File: config.mk
export PLATFORM = sky130hd
export DESIGN_NAME = cst_skip_core
export DESIGN_NICKNAME = d
export VERILOG_FILES = /design/src/cst_pkg.sv /design/src/cst_dec_if.sv /design/src/cst_decoder.sv /design/src/cst_skip_core.sv
export SDC_FILE = /design/constraint.sdc
export NUM_CORES = 1
export LEC_CHECK = 0
export ABC_AREA = 1
export BUFFER_PORTS_ARGS = -buffer_cell sky130_fd_sc_hd__buf_2
export CAP_MARGIN = 20
export CORE_AREA = 2 2 39 41
export CTS_CLUSTER_DIAMETER = 150
export DETAILED_ROUTE_END_ITERATION = 12
export DIE_AREA = 0 0 41 43
export PLACE_DENSITY = 0.51
export RECOVER_POWER = 25
export REMOVE_ABC_BUFFERS = 1
export SLEW_MARGIN = 0
export SYNTH_ARGS = -nofsm -noshare
export SYNTH_HDL_FRONTEND = slang
export SYNTH_SLANG_ARGS = --single-unit
File: constraint.sdc
create_clock -name clk -period 1.9 [get_ports clk]
set_input_delay 0.095 -clock clk [delete_from_list [all_inputs] [get_ports clk]]
set_output_delay 0.095 -clock clk [all_outputs]
set_load 0.005 [all_outputs]
File: src/cst_pkg.sv
// constants shared by the conditional skip test decoder and its core
package cst_pkg;

    // ------------------------------------------------------------
    // instruction word geometry
    // ------------------------------------------------------------
    localparam int        CST_INSTR_W   = 10;
    localparam int        CST_NUM_TESTS = 4;

    // ------------------------------------------------------------
    // opcodes of the four single-word skip tests
    // ------------------------------------------------------------
    localparam logic [9:0] CST_OP_EXT0_FLAG = 10'h038;   // skip_on_ext0_flag
    localparam logic [9:0] CST_OP_CONV_DONE = 10'h287;   // skip_on_conversion_done
    localparam logic [9:0] CST_OP_PORT_BIT  = 10'h289;   // skip_on_one_bit_port
    localparam logic [9:0] CST_OP_PIN_LEVEL = 10'h03A;   // skip_on_irq_pin_level

    // ------------------------------------------------------------
    // position of each test in the one-hot hit vector
    // ------------------------------------------------------------
    localparam int CST_IDX_EXT0 = 0;
    localparam int CST_IDX_CONV = 1;
    localparam int CST_IDX_PORT = 2;
    localparam int CST_IDX_PIN  = 3;

    // opcode table indexed by the positions above
    localparam logic [3:0][9:0] CST_OPCODES = {CST_OP_PIN_LEVEL, CST_OP_PORT_BIT,
                                               CST_OP_CONV_DONE, CST_OP_EXT0_FLAG};

    // ------------------------------------------------------------
    // values after reset
    // ------------------------------------------------------------
    localparam logic CST_FLAG_RST = 1'b0;
    localparam logic CST_SKIP_RST = 1'b0;

endpackage

File: src/cst_dec_if.sv
// carrier between the core and its opcode decoder
`timescale 1ns/10ps
interface cst_dec_if;
    logic [cst_pkg::CST_INSTR_W-1:0]   instr;  // instruction word under decode
    logic [cst_pkg::CST_NUM_TESTS-1:0] hit;    // one-hot match per skip test

    modport dec  (input instr, output hit);
    modport core (output instr, input hit);
endinterface

File: src/cst_decoder.sv
// opcode matcher for the four skip tests
`timescale 1ns/10ps
module cst_decoder (
    cst_dec_if.dec dif    // instruction in, one-hot hit out
);

    // ------------------------------------------------------------
    // one comparator per test opcode
    // ------------------------------------------------------------
    for (genvar g = 0; g < cst_pkg::CST_NUM_TESTS; g++) begin : g_match
        // full ten-bit compare, so neighbouring opcodes never alias
        assign dif.hit[g] = (dif.instr == cst_pkg::CST_OPCODES[g]);
    end

endmodule

File: src/cst_skip_core.sv
// execution of the four conditional skip test instructions
`timescale 1ns/10ps
module cst_skip_core #(
    parameter int INSTR_W = 10                       // instruction word width
) (
    input  wire logic               clk,                      // instruction clock, 50 MHz
    input  wire logic               sys_rst,                  // async reset, active high
    input  wire logic               instr_valid,              // one instruction issued this cycle
    input  wire logic [INSTR_W-1:0] instr,                    // issued instruction word
    input  wire logic               ext0_event,               // pulse: external 0 request
    input  wire logic               conversion_event,         // pulse: conversion finished
    input  wire logic               ext0_irq_enable_bit,      // ext0 interrupt enable
    input  wire logic               converter_irq_enable_bit, // converter interrupt enable
    input  wire logic               irq_pin_polarity_bit,     // pin level compared against
    input  wire logic               irq_pin_level,            // interrupt pin, synchronous
    input  wire logic               one_bit_port,             // one-bit output port value
    output logic                    exec_enable,              // issued word may take effect
    output logic                    skip_pending,             // next word will be suppressed
    output logic                    ext0_request_flag,        // ext0 request flag
    output logic                    conversion_done_flag      // conversion completion flag
);

    // ------------------------------------------------------------
    // elaboration checks
    // ------------------------------------------------------------
    if (INSTR_W != cst_pkg::CST_INSTR_W) begin : g_bad_width
        $error("cst_skip_core: instruction width must be ten bits");
    end

    // ------------------------------------------------------------
    // opcode decode
    // ------------------------------------------------------------
    cst_dec_if dif ();

    assign dif.instr = instr;

    cst_decoder u_dec (
        .dif (dif.dec)
    );

    logic exec_ok;    // issued and not suppressed
    logic do_ext0;    // ext0 flag test executes
    logic do_conv;    // conversion test executes
    logic do_port;    // port test executes
    logic do_pin;     // pin test executes
    logic take_ext0;  // ext0 test skips
    logic take_conv;  // conversion test skips
    logic take_port;  // port test skips
    logic take_pin;   // pin test skips

    // a suppressed word executes nothing, so it cannot start a skip either
    assign exec_ok     = instr_valid & ~skip_pending;
    assign exec_enable = exec_ok;

    // per-test execute strobes
    assign do_ext0 = exec_ok & dif.hit[cst_pkg::CST_IDX_EXT0];
    assign do_conv = exec_ok & dif.hit[cst_pkg::CST_IDX_CONV];
    assign do_port = exec_ok & dif.hit[cst_pkg::CST_IDX_PORT];
    assign do_pin  = exec_ok & dif.hit[cst_pkg::CST_IDX_PIN];

    // ------------------------------------------------------------
    // skip conditions
    // ------------------------------------------------------------
    // flag tests turn into no-operations while their interrupt is enabled
    assign take_ext0 = do_ext0 & ~ext0_irq_enable_bit & ext0_request_flag;
    assign take_conv = do_conv & ~converter_irq_enable_bit & conversion_done_flag;
    assign take_port = do_port & one_bit_port;
    // pin skips when its level equals the polarity bit
    assign take_pin  = do_pin & (irq_pin_level == irq_pin_polarity_bit);

    // ------------------------------------------------------------
    // next-state logic for skip latch and flags
    // ------------------------------------------------------------
    logic next_skip_pending;
    logic next_ext0_request_flag;
    logic next_conversion_done_flag;

    // set wins over clear, so a request arriving on a taken skip is kept
    always_comb begin
        next_skip_pending         = skip_pending;
        next_ext0_request_flag    = ext0_request_flag;
        next_conversion_done_flag = conversion_done_flag;
        if (instr_valid) begin
            // one word consumes or arms the suppression
            next_skip_pending = take_ext0 | take_conv | take_port | take_pin;
        end
        if (take_ext0) begin
            next_ext0_request_flag = 1'b0;
        end
        if (ext0_event) begin
            next_ext0_request_flag = 1'b1;
        end
        if (take_conv) begin
            next_conversion_done_flag = 1'b0;
        end
        if (conversion_event) begin
            next_conversion_done_flag = 1'b1;
        end
    end

    // registers only; no logic here
    always_ff @(posedge clk or posedge sys_rst) begin
        if (sys_rst) begin
            skip_pending         <= cst_pkg::CST_SKIP_RST;
            ext0_request_flag    <= cst_pkg::CST_FLAG_RST;
            conversion_done_flag <= cst_pkg::CST_FLAG_RST;
        end else begin
            skip_pending         <= next_skip_pending;
            ext0_request_flag    <= next_ext0_request_flag;
            conversion_done_flag <= next_conversion_done_flag;
        end
    end
endmodule

==> Yosys cells after proc, flatten, opt, wreduce, memory -nomap -nowiden <==
Index checks and enable logic that the tools add are counted.
{ "classes": {"addsub": 0, "mux": 4, "order_cmp": 0, "n_eq_ne": 5, "multipliers": 0, "div": 0, "n_shift": 0, "bitwise": 17, "reduce_logical": 2} }
{ "op_table": {"columns": ["op", "count"], "rows": [
  ["$eq 10x10->1 const B", 2],
  ["$eq 10x6->1 const B", 2],
  ["$and 1x1->1", 11],
  ["$mux 1", 4],
  ["$reduce_bool 2->1", 2],
  ["$not 1->1", 3],
  ["$or 1x1->1", 3],
  ["$eq 1x1->1", 1]
]} }
{ "word_totals": {"rom_bits": 0, "output_inout_bits": 4, "latchBits": 0, "ram_bits": 0, "mem_count": 0, "regBits": 3} }

==> Longest topological paths before layout <==
{ "logic_depth": {"depth_word": 8, "mapped_depth": 8, "mapped_depth_nobuf": 8} }

==> Hierarchy <==
From an unflattened synthesis, not the netlist that was laid out.
{ "hier_totals": {"cells_unflattened": 53, "hier_area_um2": 304.0} }
{ "modules_own_cells": {"columns": ["mod", "n_inst", "area_per_inst_um2", "seq_area_each_um2", "cells_each"], "rows": [
  ["cst_skip_core", 1, 196.4, 75.1, 25],
  ["cst_decoder", 1, 107.6, 0.0, 28]
]} }

==> Least setup slack after synthesis <==
No wires, ideal clock.
{ "synth_path": {"path_type": "register to register", "from": "register skip_pending", "to": "register ext0_request_flag", "slack_ns": 0.853, "synth_period_minus_slack_ns": 1.047, "path_buffers": 0, "t_arrival_ns": 0.929, "path_stages_with_launch": 6, "cell_sequence": "dfrtp_1 nor2_4 nand2_2 nor2_2 nand3_1 a21o_1"} }
{ "synth_between": {"elab_chain_len": 6} }
{ "synth_lines": {"columns": ["element", "line", "rtl"], "rows": [
  ["from (decl)", "cst_skip_core.sv:18", "output logic skip_pending,"],
  ["from (signal assigned)", "cst_skip_core.sv:104", "skip_pending <= cst_pkg::CST_SKIP_RST;"],
  ["from (signal assigned)", "cst_skip_core.sv:108", "skip_pending <= next_skip_pending;"],
  ["$not 1->1", "cst_skip_core.sv:52", "assign exec_ok = instr_valid & ~skip_pending;"],
  ["$and 1x1->1", "cst_skip_core.sv:52", null],
  ["via exec_enable", "cst_skip_core.sv:17", "output logic exec_enable,"],
  ["$and 1x1->1", "cst_skip_core.sv:56", "assign do_ext0 = exec_ok & dif.hit[cst_pkg::CST_IDX_EXT0];"],
  ["$and 1x1->1 (2 in series)", "cst_skip_core.sv:65", "assign take_ext0 = do_ext0 & ~ext0_irq_enable_bit & ext0_request_flag;"],
  ["$reduce_bool 2->1 (no source line)", null, null],
  ["to (signal assigned)", "cst_skip_core.sv:105", "ext0_request_flag <= cst_pkg::CST_FLAG_RST;"],
  ["to (signal assigned)", "cst_skip_core.sv:109", "ext0_request_flag <= next_ext0_request_flag;"],
  ["to (decl)", "cst_skip_core.sv:19", "output logic ext0_request_flag,"]
]} }
The timed path passes the listed nets, and every way through them passes these cells.
A chain may end at the register's enable or synchronous reset.

==> Worst setup path after layout <==
{ "layout_path": {"from": "register skip_pending", "to": "register skip_pending"} }
{ "layout_between": {"elab_chain_len": 8, "word_cells_on_any_way": 15, "cone_classes": "bitwise: 15"} }
{ "layout_lines": {"columns": ["element", "line", "rtl"], "rows": [
  ["$not 1->1 (*)", "cst_skip_core.sv:52", null],
  ["$and 1x1->1 (*)", "cst_skip_core.sv:52", null],
  ["$and 1x1->1 (on tied branches)", "cst_skip_core.sv:56, cst_skip_core.sv:57", null],
  ["$and 1x1->1 (on tied branches) (2 in series)", "cst_skip_core.sv:65, cst_skip_core.sv:66", null],
  ["$or 1x1->1 (2 in series)", "cst_skip_core.sv:85", "next_skip_pending = take_ext0 | take_conv | take_port | take_pin;"],
  ["$or 1x1->1 (*)", "cst_skip_core.sv:85", null]
]} }
Every way passes the cells marked *; elsewhere a longest branch is shown, timed or not.

==> impl_metrics.json <==
{
  "status": "complete, no violations",
  "vias_per_cell": 3.93,
  "period_needed_ps": 1100,
  "synth_compound_area_frac": 0.0496,
  "peakVddDrop_mv": 0.258,
  "post_cts_buffers": 0,
  "core_um2": 1380,
  "worstMarginPinSlew_ps": 189,
  "worstPathMaxFanout": 3,
  "pwr_density_cell_nw_per_um2": 485,
  "clk_pin_slew_ps": 40,
  "nets": 97,
  "finClkSkew_ps": 4.48,
  "p_leak_nw": 0.257,
  "muxShareOfSynthArea": 0,
  "cts_tree": "done",
  "ioPinCount": 24,
  "grt_antenna_before_repair": 0,
  "syn2layout_area_growth_pct": 56.6,
  "initial_utilization": 0.219,
  "wl_per_cell_um": 7.83,
  "synthAdderAreaFrac": 0,
  "worst_setup_path_start_kind": "register",
  "grt_usage": 0.0915,
  "period_share": 0.577,
  "hold_path_class": "input port to register",
  "vias": 362,
  "clock_latency_ps": 230,
  "synthXorXnorAreaFrac": 0,
  "rsz0062_at_grt": "false",
  "synth.distinct_cells": 14,
  "rows": 14,
  "cts_max_path_buffers": 2,
  "cts_inserted_buffers": 3,
  "finalHoldViolCount": 0,
  "design_area_um2": 474,
  "relSlewSlack": 0.874,
  "worstPathRequired_ps": 2060,
  "worstPathArrival_ps": 1250,
  "grt_pass1_wl_um": 1130,
  "max_cap_viol_count": 0,
  "endpoint_kind": "register",
  "synthSimpleGateAreaFrac": 0.591,
  "path_class": "register to register",
  "grt_remaining_overflow": 0,
  "drt_iter0_markers": 9,
  "ys_seq_elements": 3,
  "syn_avg_cell_area_um2": 6.31,
  "synth_area_um2": 303,
  "final_common_cell": "buf_2",
  "seq_area_frac_synth": 0.248,
  "max_freq_mhz": 913,
  "place.gp.congestion": 0.703,
  "grt_max_degree": 5,
  "cts_sinks": 3,
  "grt_pass1_vias": 323,
  "setup_tns_ps": 0,
  "die_h_um": 43,
  "diodes": 0,
  "portBuffers": 23,
  "cts_hold_buf": 1,
  "drt-total-wl_um": 720,
  "drcViolationCount": 0,
  "cts_htree_levels": 1,
  "slew_viol_final": 0,
  "firstDrtPassIters": 3,
  "ys_warn_count": 0,
  "syn_inst": 48,
  "setup_viol": 0,
  "die_area_um2": 1760,
  "root_buffer": "clkbuf_4",
  "die_x_um": 41,
  "place_hpwl_um": 596,
  "ctsResizeCount": 0,
  "synth_top_family_by_area": "simple AND/OR/NAND/NOR gates",
  "place_area_um2": 438,
  "drive_above_1_share": 0.447,
  "layout_common_cells": "buf_2 (23), nand2_1 (12), nor2_1 (9)",
  "final_antenna_net_count": 0
}
[registers in the layout (all words and copies together) (netlist names)]
signal,cells
conversion_done_flag,1
ext0_request_flag,1
skip_pending,1
[area by class of cell]
class	instances	area, um2
Clock buffer	4	26.3
Fill cell	151	910
Inverter	9	33.8
Multi-Input combinational cell	36	194
Sequential cell	3	75.1
Tap cell	16	20.0
Timing Repair Buffer	24	125
[synth_stat cells (all sizes together)]
cell type,instances,area [um2]
a21o,2,15.0
inv,9,33.8
nor3,1,16.3
nand2,14,57.6
nand3,5,30.0
or2,1,6.26
dfrtp,3,75.1
nor2b,1,6.26
nor2,12,62.6
[per-stage QoR]
| step | utilization | hold slack (ps) | cells | worst slack, ps | power (mW) |
|---|---|---|---|---|---|
| final | 0.343 | 50.2 | 92 | 804 | 0.230 |
| after global routing | 0.343 | 59.4 | 92 | 689 | 0.247 |
| after CTS | 0.343 | 46.6 | 92 | 784 | 0.237 |
| after detailed placement | 0.316 | -34.5 | 87 | 819 | 0.120 |
| after global placement | 0.316 | -32.1 | 87 | 813 | 0.119 |
| after floorplan | - | -151 | 48 | 853 | 0.0915 |
[report_power, final]
| part | internal (mW) | leakage, nW | switching, mW | total [mW] |
|---|---|---|---|---|
| combinational | 0.0266 | 0.212 | 0.0259 | 0.0525 |
| clock | 0.0786 | 0.0150 | 0.0314 | 0.110 |
| sequential | 0.0657 | 0.0300 | 0.00185 | 0.0676 |
| total | 0.171 | 0.257 | 0.0592 | 0.230 |
[worst paths after layout]
kind | from | cells past startpoint | to | slack [ps]
max | skip_pending | 7 | skip_pending | 800
max in group asynchronous | sys_rst | 3 | conversion_done_flag | 1460
min reg2reg | ext0_request_flag | 1 | ext0_request_flag | 500
max reg2reg | skip_pending | 7 | skip_pending | 800
min in group asynchronous | sys_rst | 3 | skip_pending | 300
min | conversion_event | 2 | conversion_done_flag | 50
[critical path: stages, from the launching register on]
cell	delay, ps
dfrtp_1	410
nor2_4	150
nand2_2	70
nor2_2	80
nand3_1	100
nand2_1	70
nor2_1	40
nor2_1	90
[per-layer routing]
metal / GRT usage / wire length, um
met1: 0.0939 / 258
met3: 0.0157 / 49
met2: 0.175 / 412
met4: 0.0200 / 0
met5: 0 / 0
[cells by family after synthesis]
group                  count (synthesis)
and+or+nand+nor                       34
AOI/OAI and AO/OA                      2
DFF                                    3
buffers and inverters                  9
No activity file was read; power rests on OpenSTA's default activity.
